### src/fsr_pkg.sv
package fsr_pkg;

   // Command that starts the repeating two-byte status readout.
   localparam logic [7:0] FSR_OPC_READ_STATUS = 8'h05;

   // Bit positions within the first status byte.
   localparam int FSR_B1_LOCK = 7;
   localparam int FSR_B1_SEQ = 6;
   localparam int FSR_B1_FAIL = 5;
   localparam int FSR_B1_GUARD = 4;
   localparam int FSR_B1_SWP_HI = 3;
   localparam int FSR_B1_SWP_LO = 2;
   localparam int FSR_B1_WEL = 1;
   localparam int FSR_B1_BUSY = 0;

   // Bit positions within the second status byte.
   localparam int FSR_B2_RESET_ALLOW = 4;
   localparam int FSR_B2_BUSY = 0;

   // Software protection summary codes; 2'h2 is never produced.
   localparam logic [1:0] FSR_SWP_NONE = 2'h0;
   localparam logic [1:0] FSR_SWP_SOME = 2'h1;
   localparam logic [1:0] FSR_SWP_ALL = 2'h3;

   // Reset values.
   localparam logic FSR_LOCK_RST = 1'b0;
   localparam logic FSR_FAIL_RST = 1'b0;
   localparam logic [7:0] FSR_BYTE1_RST = 8'h1c;
   localparam logic [7:0] FSR_BYTE2_RST = 8'h00;

   // Bit counters: last opcode bit and last bit of the two-byte readout.
   localparam logic [2:0] FSR_OPC_LAST = 3'h7;
   localparam logic [3:0] FSR_READ_LAST = 4'hf;

   // Pin reset levels ahead of the synchroniser: select and guard idle high.
   localparam logic [3:0] FSR_PIN_RST = 4'h9;

   typedef enum logic [1:0] {
      FSR_IDLE = 2'b00,
      FSR_OPCODE = 2'b01,
      FSR_STREAM = 2'b10,
      FSR_IGNORE = 2'b11
   } fsr_mode_t;

   typedef struct packed {
      logic cs_n;
      logic sck;
      logic si;
      logic guard_n;
   } fsr_pins_t;

   typedef struct packed {
      logic busy;
      logic seq_program;
      logic write_latch;
      logic any_protected;
      logic all_protected;
      logic reset_allow;
   } fsr_core_t;

   typedef struct packed {
      logic done;
      logic failed;
      logic aborted;
   } fsr_op_t;

   typedef struct packed {
      fsr_mode_t mode;
      logic [2:0] opc_cnt;
      logic [6:0] opc_sh;
      logic [3:0] bit_idx;
      logic sck_prev;
      logic so;
      logic oe;
      logic lock;
      logic fail;
      logic [7:0] byte1;
      logic [7:0] byte2;
   } fsr_state_t;

endpackage : fsr_pkg

### src/fsr_sync.sv
`timescale 1ns/1ns
module fsr_sync #(
   parameter int W = 4,
   parameter logic [W-1:0] RST_VAL = '0
) (
   input wire logic core_clk_i,
   input wire logic rst_n_i,
   input wire logic [W-1:0] d_i,
   output logic [W-1:0] q_o
);

   logic [W-1:0] meta_reg;
   logic [W-1:0] q_reg;

   // The first stage feeds only the second; nothing else looks at it.
   always_ff @(posedge core_clk_i) begin
      if (!rst_n_i) begin
         meta_reg <= RST_VAL;
         q_reg <= RST_VAL;
      end else begin
         meta_reg <= d_i;
         q_reg <= meta_reg;
      end
   end

   assign q_o = q_reg;

endmodule : fsr_sync

### src/fsr_status.sv
`timescale 1ns/1ns
// What this block does
// - Opcode 05h starts status output each clock
// - Two bytes repeat, wrapping to first byte
// - Every pass shows live status
// - Status read accepted at any time
// - Select release ends read, output floats
// - Bit 7 is lock, reset clears it
// - Lock blocks sector protect changes
// - Guard pin asserted: lock only sets
// - Write status changes only bit 7
// - Bit 6 shows sequential program mode
// - Bit 5 set on program/erase failure
// - Aborted operations never set failure
// - Failure flag updated after every operation
// - Bit 4 mirrors guard pin level
// - Bits 3:2 give protection summary
// - Bit 1 shows write latch
// - Bit 0 shows busy
// - Second byte bit 0 also busy
// - Second byte bit 4 reset allow
module fsr_status (
   input wire logic core_clk_i,
   input wire logic rst_n_i,
   input wire fsr_pkg::fsr_pins_t pins_i,
   input wire fsr_pkg::fsr_core_t core_i,
   input wire fsr_pkg::fsr_op_t op_i,
   input wire logic wrsr_req_i,
   input wire logic wrsr_lock_i,
   input wire logic prot_cmd_req_i,
   output logic prot_cmd_grant_o,
   output logic spi_so_o,
   output logic spi_so_oe_o,
   output logic protect_map_lock_o,
   output logic [7:0] status_byte1_o,
   output logic [7:0] status_byte2_o
);

   fsr_pkg::fsr_pins_t pin;
   fsr_pkg::fsr_state_t state_reg;
   fsr_pkg::fsr_state_t state_next;
   logic sck_rise;
   logic sck_fall;
   logic [15:0] read_word;

   function automatic logic [1:0] fsr_swp(input logic any_p, input logic all_p);
      if (all_p) begin
         return fsr_pkg::FSR_SWP_ALL;
      end else if (any_p) begin
         return fsr_pkg::FSR_SWP_SOME;
      end
      return fsr_pkg::FSR_SWP_NONE;
   endfunction : fsr_swp

   function automatic logic [7:0] fsr_byte1(input fsr_pkg::fsr_core_t c, input logic lock,
                                            input logic fail, input logic guard_n);
      logic [7:0] b;
      b = 8'h00;
      b[fsr_pkg::FSR_B1_LOCK] = lock;
      b[fsr_pkg::FSR_B1_SEQ] = c.seq_program;
      b[fsr_pkg::FSR_B1_FAIL] = fail;
      b[fsr_pkg::FSR_B1_GUARD] = guard_n;
      b[fsr_pkg::FSR_B1_SWP_HI:fsr_pkg::FSR_B1_SWP_LO] =
         fsr_swp(c.any_protected, c.all_protected);
      b[fsr_pkg::FSR_B1_WEL] = c.write_latch;
      b[fsr_pkg::FSR_B1_BUSY] = c.busy;
      return b;
   endfunction : fsr_byte1

   function automatic logic [7:0] fsr_byte2(input fsr_pkg::fsr_core_t c);
      logic [7:0] b;
      b = 8'h00;
      b[fsr_pkg::FSR_B2_RESET_ALLOW] = c.reset_allow;
      b[fsr_pkg::FSR_B2_BUSY] = c.busy;
      return b;
   endfunction : fsr_byte2

   // Select, clock, data in and the guard pin all come from outside this clock.
   fsr_sync #(
      .W(4),
      .RST_VAL(fsr_pkg::FSR_PIN_RST)
   ) u_pin_sync (
      .core_clk_i(core_clk_i),
      .rst_n_i(rst_n_i),
      .d_i(pins_i),
      .q_o(pin)
   );

   assign sck_rise = pin.sck && !state_reg.sck_prev;
   assign sck_fall = !pin.sck && state_reg.sck_prev;

   always_comb begin
      state_next = state_reg;
      state_next.sck_prev = pin.sck;

      // Protection map lock: only bit 7 of a status write lands anywhere.
      if (wrsr_req_i) begin
         if (!pin.guard_n) begin
            state_next.lock = state_reg.lock | wrsr_lock_i;
         end else begin
            state_next.lock = wrsr_lock_i;
         end
      end

      // The flag follows the last finished operation; an abort leaves it clear.
      if (op_i.done) begin
         state_next.fail = op_i.failed && !op_i.aborted;
      end

      // Assembled every cycle so that each pass of the readout is current.
      state_next.byte1 = fsr_byte1(core_i, state_next.lock, state_next.fail,
                                   pin.guard_n);
      state_next.byte2 = fsr_byte2(core_i);
      read_word = {state_next.byte1, state_next.byte2};

      if (pin.cs_n) begin
         state_next.mode = fsr_pkg::FSR_IDLE;
         state_next.oe = 1'b0;
         state_next.opc_cnt = 3'h0;
         state_next.bit_idx = 4'h0;
      end else begin
         case (state_reg.mode)
            fsr_pkg::FSR_IDLE, fsr_pkg::FSR_OPCODE: begin
               state_next.mode = fsr_pkg::FSR_OPCODE;
               if (sck_rise) begin
                  state_next.opc_sh = {state_reg.opc_sh[5:0], pin.si};
                  state_next.opc_cnt = 3'(state_reg.opc_cnt + 3'h1);
                  if (state_reg.opc_cnt == fsr_pkg::FSR_OPC_LAST) begin
                     // Busy does not gate this; status reads are always served.
                     if ({state_reg.opc_sh, pin.si} == fsr_pkg::FSR_OPC_READ_STATUS) begin
                        state_next.mode = fsr_pkg::FSR_STREAM;
                     end else begin
                        state_next.mode = fsr_pkg::FSR_IGNORE;
                     end
                  end
               end
            end
            fsr_pkg::FSR_STREAM: begin
               if (sck_fall) begin
                  state_next.so = read_word[fsr_pkg::FSR_READ_LAST - state_reg.bit_idx];
                  state_next.oe = 1'b1;
                  // The index wraps from 15 to 0: byte 2 bit 0 is followed by byte 1 bit 7.
                  state_next.bit_idx = 4'(state_reg.bit_idx + 4'h1);
               end
            end
            fsr_pkg::FSR_IGNORE: begin
               state_next.mode = fsr_pkg::FSR_IGNORE;
            end
            default: begin
               state_next.mode = fsr_pkg::FSR_IDLE;
            end
         endcase
      end
   end

   always_ff @(posedge core_clk_i) begin
      if (!rst_n_i) begin
         state_reg.mode <= fsr_pkg::FSR_IDLE;
         state_reg.opc_cnt <= 3'h0;
         state_reg.opc_sh <= 7'h00;
         state_reg.bit_idx <= 4'h0;
         state_reg.sck_prev <= 1'b0;
         state_reg.so <= 1'b0;
         state_reg.oe <= 1'b0;
         state_reg.lock <= fsr_pkg::FSR_LOCK_RST;
         state_reg.fail <= fsr_pkg::FSR_FAIL_RST;
         state_reg.byte1 <= fsr_pkg::FSR_BYTE1_RST;
         state_reg.byte2 <= fsr_pkg::FSR_BYTE2_RST;
      end else begin
         state_reg <= state_next;
      end
   end

   // Sector protect, unprotect and global changes are refused while locked.
   assign prot_cmd_grant_o = prot_cmd_req_i && !state_reg.lock;
   assign spi_so_o = state_reg.so;
   assign spi_so_oe_o = state_reg.oe;
   assign protect_map_lock_o = state_reg.lock;
   assign status_byte1_o = state_reg.byte1;
   assign status_byte2_o = state_reg.byte2;

   a_opcode_starts_read: assert property (
      @(posedge core_clk_i) disable iff (!rst_n_i)
      (!pin.cs_n && sck_rise && state_reg.mode == fsr_pkg::FSR_OPCODE
       && state_reg.opc_cnt == 3'h7 && {state_reg.opc_sh, pin.si} == 8'h05)
      |=> state_reg.mode == fsr_pkg::FSR_STREAM)
      else $error("read status opcode did not start the readout");

   a_readout_wraps: assert property (
      @(posedge core_clk_i) disable iff (!rst_n_i)
      (!pin.cs_n && state_reg.mode == fsr_pkg::FSR_STREAM && sck_fall
       && state_reg.bit_idx == 4'hf) |=> state_reg.bit_idx == 4'h0)
      else $error("readout did not wrap to first byte bit 7");

   a_busy_both_bytes: assert property (
      @(posedge core_clk_i) disable iff (!rst_n_i)
      (!pin.cs_n && state_reg.mode == fsr_pkg::FSR_STREAM && sck_fall
       && (state_reg.bit_idx == 4'h7 || state_reg.bit_idx == 4'hf))
      |=> spi_so_o == $past(core_i.busy) && spi_so_oe_o)
      else $error("busy bit not driven live in its slot");

   a_msb_first: assert property (
      @(posedge core_clk_i) disable iff (!rst_n_i)
      (!pin.cs_n && state_reg.mode == fsr_pkg::FSR_STREAM && sck_fall
       && state_reg.bit_idx == 4'h0) |=> spi_so_o == state_reg.lock)
      else $error("first bit out is not the lock bit");

   a_release_floats: assert property (
      @(posedge core_clk_i) disable iff (!rst_n_i)
      pin.cs_n |=> !spi_so_oe_o && state_reg.mode == fsr_pkg::FSR_IDLE)
      else $error("output still driven after select release");

   a_lock_only_sets: assert property (
      @(posedge core_clk_i) disable iff (!rst_n_i)
      (wrsr_req_i && !pin.guard_n && state_reg.lock) |=> state_reg.lock)
      else $error("lock cleared while guard pin asserted");

   a_lock_blocks_prot: assert property (
      @(posedge core_clk_i) disable iff (!rst_n_i)
      state_reg.lock |-> !prot_cmd_grant_o)
      else $error("protection change granted while locked");

   a_fail_tracks_op: assert property (
      @(posedge core_clk_i) disable iff (!rst_n_i)
      op_i.done |=> state_reg.fail == ($past(op_i.failed) && !$past(op_i.aborted)))
      else $error("failure flag not updated at operation end");

   a_abort_no_fail: assert property (
      @(posedge core_clk_i) disable iff (!rst_n_i)
      (op_i.done && op_i.aborted) |=> ##1 !status_byte1_o[5])
      else $error("aborted operation set the failure flag");

   a_swp_no_reserved: assert property (
      @(posedge core_clk_i) disable iff (!rst_n_i)
      status_byte1_o[3:2] != 2'h2)
      else $error("reserved protection summary code shown");

   // The checks below tie first-byte bits 6, 5, 4, 1 and 0 and the second byte to the inputs they report, one cycle late.
   // A stale byte here would mean a repeated readout pass shows old state.

   a_grant_when_open: assert property (
      @(posedge core_clk_i) disable iff (!rst_n_i)
      (prot_cmd_req_i && !state_reg.lock)
      |-> prot_cmd_grant_o)
      else $error("protection change refused while unlocked");

   a_lock_free_write: assert property (
      @(posedge core_clk_i) disable iff (!rst_n_i)
      (wrsr_req_i && pin.guard_n)
      |=> state_reg.lock == $past(wrsr_lock_i))
      else $error("lock not written while guard pin released");

   a_guard_mirror: assert property (
      @(posedge core_clk_i) disable iff (!rst_n_i)
      1'b1
      |=> status_byte1_o[4] == $past(pin.guard_n))
      else $error("guard level bit does not follow the pin");

   a_busy_live: assert property (
      @(posedge core_clk_i) disable iff (!rst_n_i)
      1'b1
      |=> status_byte1_o[0] == $past(core_i.busy))
      else $error("busy bit of first byte is stale");

   a_seq_shown: assert property (
      @(posedge core_clk_i) disable iff (!rst_n_i)
      1'b1
      |=> status_byte1_o[6] == $past(core_i.seq_program))
      else $error("sequential program bit is stale");

   a_latch_shown: assert property (
      @(posedge core_clk_i) disable iff (!rst_n_i)
      1'b1
      |=> status_byte1_o[1] == $past(core_i.write_latch))
      else $error("write latch bit is stale");

   a_byte2_layout: assert property (
      @(posedge core_clk_i) disable iff (!rst_n_i)
      1'b1
      |=> status_byte2_o == {3'h0, $past(core_i.reset_allow), 3'h0, $past(core_i.busy)})
      else $error("second status byte layout wrong");

   a_ignore_no_drive: assert property (
      @(posedge core_clk_i) disable iff (!rst_n_i)
      state_reg.mode == fsr_pkg::FSR_IGNORE
      |-> !spi_so_oe_o)
      else $error("output driven after a foreign opcode");

   a_fail_on_error: assert property (
      @(posedge core_clk_i) disable iff (!rst_n_i)
      (op_i.done && op_i.failed && !op_i.aborted)
      |=> status_byte1_o[5])
      else $error("failed operation did not set the failure bit");

   a_drive_only_read: assert property (
      @(posedge core_clk_i) disable iff (!rst_n_i)
      spi_so_oe_o
      |-> state_reg.mode == fsr_pkg::FSR_STREAM)
      else $error("output driven outside the status readout");

endmodule : fsr_status

### config.mk
export PLATFORM = sky130hd
export DESIGN_NAME = fsr_status
export DESIGN_NICKNAME = d
export VERILOG_FILES = /design/src/fsr_pkg.sv /design/src/fsr_sync.sv /design/src/fsr_status.sv
export SDC_FILE = /design/constraint.sdc
export NUM_CORES = 1
export LEC_CHECK = 0
export BUFFER_PORTS_ARGS = -buffer_cell sky130_fd_sc_hd__buf_2
export CORE_ASPECT_RATIO = 0.75
export CORE_MARGIN = 2
export CORE_UTILIZATION = 46
export DETAILED_ROUTE_END_ITERATION = 8
export GPL_TIMING_DRIVEN = 0
export MAX_ROUTING_LAYER = met4
export PLACE_DENSITY = 0.71
export SLEW_MARGIN = 20
export SYNTH_ARGS = -nofsm -noshare
export SYNTH_HDL_FRONTEND = slang
export SYNTH_HIERARCHICAL = 1
export SYNTH_SLANG_ARGS = --single-unit
### constraint.sdc
create_clock -name core_clk_i -period 1.3 [get_ports core_clk_i]
set_input_delay 0.26 -clock core_clk_i [delete_from_list [all_inputs] [get_ports core_clk_i]]
set_output_delay 0.26 -clock core_clk_i [all_outputs]
set_load 0.05 [all_outputs]
# Word level (Yosys, flattened, before mapping)
# Index checks and enable logic that the tools add are counted.
dict set report word_totals {
  ff_bits 45
  input_bits 18
  output_inout_bits 20
  wordCells 56
}
dict set report op_classes {
  n_addsub 3
  n_lt_le_gt_ge 1
  n_eq_ne 5
  n_mux 14
  n_bitwise 3
  reduce_logical 16
}
# cell count
set ops {}
lappend ops {{12-bit two-way mux} 1}
lappend ops {{8-bit by 3-bit == test with 1-bit output, second input constant} 1}
lappend ops {{2-bit two-way mux} 4}
lappend ops {{1-bit two-way mux} 7}
lappend ops {{3-bit AND reduction} 2}
lappend ops {{4-bit by 5-bit less-than comparator with 1-bit output, second input constant} 1}
lappend ops {{4-bit by 1-bit adder with 4-bit output, second input constant} 1}
lappend ops {{1-bit binary-select mux with 4-bit select} 1}
lappend ops {{2-bit == test, second input constant} 2}
lappend ops {{1-bit logical AND} 4}
lappend ops {{1-bit zero test} 4}
lappend ops {{2-bit case mux with 2 select lines} 1}
lappend ops {{2-bit AND reduction} 2}
lappend ops {{2-bit OR reduction} 2}
lappend ops {{4-bit subtractor, first input constant} 1}
lappend ops {{3-bit by 1-bit adder with 3-bit output, second input constant} 1}
lappend ops {{3-bit == test, second input constant} 1}
lappend ops {{2-bit by 1-bit == test with 1-bit output, second input constant} 1}
lappend ops {{2-bit zero test} 1}
lappend ops {{1-bit inverter} 2}
lappend ops {{2-bit nonzero test} 1}
lappend ops {{1-bit bitwise OR} 1}

# Longest topological paths before layout
dict set report logic_depth {
  depth_word 5
  mapped_depth 6
  mapped_depth_nobuf 6
}

# Hierarchy
# Netlist, hierarchy kept.
# module n_inst cells_per_inst area_per_inst_um2 seq_area_each_um2
set modules_own_cells {}
lappend modules_own_cells {fsr_status 1 133 1301.2 560.5}
lappend modules_own_cells {fsr_sync 1 16 210.2 160.2}

# Worst setup path after synthesis
# OpenSTA, ideal clock, no wires.
dict set report synth_timing {
  path_kind {register to output}
  from {reg state_reg (netlist bit protect_map_lock_o)}
  to {out prot_cmd_grant_o}
  arrival_ns 1.250
  required_ns 1.040
  path_slack_ns -0.210
  path_stages_with_launch 2
  path_buffers 0
  path_cell_list {dfxtp_1 > nor2b_1}
}
dict set report synth_via {
  elab_chain_len 2
}
# item line
set synth_lines {}
lappend synth_lines {{from (decl)} fsr_status.sv:40} ;# fsr_pkg::fsr_state_t state_reg;
lappend synth_lines {{from (signal assigned)} fsr_status.sv:170} ;# state_reg <= state_next;
lappend synth_lines {{1-bit zero test} fsr_status.sv:175} ;# assign prot_cmd_grant_o = prot_cmd_req_i && !state_reg.lock;
lappend synth_lines {{1-bit logical AND} fsr_status.sv:175}
lappend synth_lines {{to (decl)} fsr_status.sv:31} ;# output logic prot_cmd_grant_o,
# Every way passes these cells.

# Final worst setup path
dict set report layout_timing {
  from {reg state_reg[21] (netlist name)}
  to {reg state_reg (netlist bit spi_so_o)}
}
dict set report layout_via {
  elab_chain_len 3
}
# item line
set layout_lines {}
lappend layout_lines {{4-bit subtractor} fsr_status.sv:140} ;# state_next.so = read_word[fsr_pkg::FSR_READ_LAST - state_reg.bit_idx];
lappend layout_lines {{1-bit binary-select mux with 4-bit select} fsr_status.sv:140}
lappend layout_lines {{1-bit two-way mux (not written as such)} fsr_status.sv:140}
# Every way passes these cells. The select of a mux whose other input is x is not followed.
# A chain may end at the register's enable or synchronous reset.

==> flow_summary.yaml <==
power_and_ir_drop:
  p_clk_share_pct: 40.8
  ir_drop_mv: 1.02
  power.switching_mw: 0.559
  power_mw: 2.35
  p_seq_share_pct: 48.5
  p_int_mw: 1.79
  swShare_pct: 23.8
  total_leakage_power_nw: 0.856
  comb_power_share_pct: 10.8
  p_per_area_mw_per_mm2: 1160
clock_tree:
  cts-root-buf: "clkbuf_8"
  cts_buffer_depth: 2
  cts.sinks: 36
  cts_inserted_buffers: 5
  cts.htree.levels: 2
  clkLatencyLatePin_ns: 0.28
  tritoncts: "yes"
  clk_pin_slew_worst_paths_ns: 0.07
  cts_hold_buf: 0
sta:
  period_needed_ns: 1.46
  fmax_ghz: 0.685
  finalHoldViolCount: 0
  setup_viol: 3
  fin_crit_sh_pct: 112
  slew_viol_final: 0
  fin_ws_ns: -0.159
  timing.hold.ws_ns: 0.155
  rsz0062_at_grt: "yes"
  final.setup.tns_ns: -0.250
  fin_skew_ns: 0.00474
floorplan:
  die-area_mm2: 0.00376
  rows: 17
  start_util_pct: 49.7
  fp.dieH_um: 53.6
  ios: 38
  core-area_mm2: 0.00304
  dieWidth_um: 70.2
route:
  wire_per_inst_um: 11.6
  dr.pass1.iters: 4
  via_per_inst: 4.67
  routed_wl_um: 2770
  drt-initial-drc-count: 43
  drc: 0
  antenna_left: 0
  vias: 1116
worst_setup_path:
  crit_fanout: 3
  crit_family: "compound AO/OA/AOI/OAI gates"
  critPathBufInv: 2
  worstPathCellList: "buf_6 > buf_4 > mux2_2 > a311oi_1 > o22ai_1"
  crit_arrival_ns: 1.62
  r2r_cells: 5
  end_kind: "flip-flop"
  ff2ff_setup_slack_ns: -0.16
  r2r-start: "state_reg[21]$_SDFFE_PP0P_"
  crit_type: "reg -> reg"
  r2r-end: "spi_so_o$_SDFFE_PN0P_"
  cp-start-kind: "flip-flop"
  critical_path_depth: 5
  required_ns: 1.46
  cp_slowest_cell: "dfxtp_2"
  critPathMaxStageDelay_ns: 0.34
synth:
  ys_warn_count: 6
  synth.avg_cell_area_um2: 10.1
  synth_edf_count: 0
  synth_area_mm2: 0.00151
  syn_inst: 149
  synth_ff_type: "dfxtp_1"
  async_flop_share_pct: 0
  seq_area_frac_synth_pct: 47.7
  synth_cell_types: 34
  ys_ff_latch: 36
place:
  gp_congestion: 0.694
  detailed_place_hpwl_um: 1940
  detailedPlace.worstSlack_ns: -0.178
  place_area_mm2: 0.00174
  io_buffers: 31
hold_path:
  hp-class: "in -> reg"
  min_from: "pins_i[0]"
  min_to: "u_pin_sync/meta_reg[0]$_SDFF_PN1_"
  hold_depth: 2
finish:
  antenna_cells: 0
  area_delta_synth_final_pct: 33.3
  largest_reg_flops: 17
  fillers: 249
  finalInstanceArea_mm2: 0.00201
  drive_above_1_share_pct: 43.8
  layout.nets: 221
run_status:
  violations: "setup timing"
  status: "finished with violations"
global_route:
  antenna_found_initial: 0
  grt_pass1_wl_um: 4440
  first_global_vias: 1004
  grt_max_degree: 13
  grt_usage_pct: 16.3
  overflow: 0
run:
  maxCapViolCount: 0
-- power by group through the flow --
stage               combinational (mW)  clock, mW  sequential [mW]
global route                     0.268       1.03             1.14
finish                           0.253      0.956             1.14
global placement                 0.245          0             1.17
CTS                              0.253      0.981             1.14
floorplan                        0.187          0             1.17
detailed placement               0.249          0             1.17
-- worst max-delay path by stage --
stage / to / from
6_report: spi_so_o$_SDFFE_PN0P_ / state_reg[21]$_SDFFE_PP0P_
3_3_place_gp: spi_so_o$_SDFFE_PN0P_ / state_reg[21]$_SDFFE_PP0P_
5_1_grt: spi_so_o$_SDFFE_PN0P_ / state_reg[21]$_SDFFE_PP0P_
2_1_floorplan: spi_so_o$_SDFFE_PN0P_ / state_reg[21]$_SDFFE_PP0P_
4_1_cts: spi_so_o$_SDFFE_PN0P_ / state_reg[21]$_SDFFE_PP0P_
3_5_place_dp: spi_so_o$_SDFFE_PN0P_ / state_reg[21]$_SDFFE_PP0P_
-- layout make-up --
class	instances	area [um2]	share of cell area [%]
Clock buffer	5	68.8	3.42
Tap cell	38	47.5	2.36
Inverter	4	15.0	0.745
Sequential cell	36	734	36.5
Clock inverter	3	42.5	2.11
Buffer	22	159	7.89
Timing Repair Buffer	39	225	11.2
Multi-Input combinational cell	92	722	35.8
-- cell families after synthesis --
| kind of cell | Yosys count | synth area share, % |
|---|---|---|
| simple gates | 56 | 22.3 |
| flops | 36 | 47.7 |
| buf+inv | 26 | 11.5 |
| mux | 13 | 9.02 |
| compound gates | 10 | 4.47 |
| xor+xnor | 4 | 2.32 |
| fa+ha+maj | 3 | 2.48 |
| other cells | 1 | 0.248 |
-- synth_stat cells, types with 2 or more instances --
cell	instances	area share, %
dfxtp_1	36	48
ha_1	3	2.5
nor3b_4	2	2.5
inv_1	4	0.99
nand3_1	2	0.66
nand3b_1	2	0.99
a311oi_1	2	1.2
xnor2_1	3	1.7
nor2_1	12	3.0
nand2_1	6	1.5
buf_6	2	1.5
o21ai_0	2	0.66
buf_4	16	7.9
and2b_1	3	1.5
and2_1	9	3.7
clkbuf_1	3	0.74
nand2b_1	6	2.5
mux2i_1	11	7.3
a31oi_1	2	0.83
nor2b_1	9	3.7
-- metal layers --
metal	track usage [%]	up-vias	part of all wire, %
li1	-	566	-
met1	18.2	514	46
met2	26.8	32	47
met3	5.62	4	5.7
met4	8.01	0	1.3
met5	-	-	0
-- what timing repair did --
item	4_1_cts	5_1_grt
setup endpoints to repair	13	10
gates resized for setup	5	19
pin swaps	2	4
setup buffers	6	2
-- per-stage QoR --
stage	utilization, %	std cells
2_1_floorplan	-	154
3_3_place_gp	57.1	223
3_5_place_dp	57.1	223
4_1_cts	62.7	237
5_1_grt	66.2	239
6_report	66.2	239
-- placed cells by master (no fill, tap or decap), types with 2 or more instances in the layout --
cell type	n
o21ai_0	2
nor3b_4	2
nand2_1	5
nand2b_1	6
conb_1	6
dfxtp_4	3
a311oi_1	2
inv_1	4
a31oi_1	2
nand3_1	2
dfxtp_1	31
nor2_1	11
nand3b_1	2
clkbuf_8	5
and2b_1	2
clkbuf_1	3
xnor2_2	2
nor2b_1	8
buf_2	31
buf_6	4
and2_1	9
ha_4	2
mux2i_1	10
dfxtp_2	2
buf_4	23
Note: power is estimated with default switching activity, not from simulation.
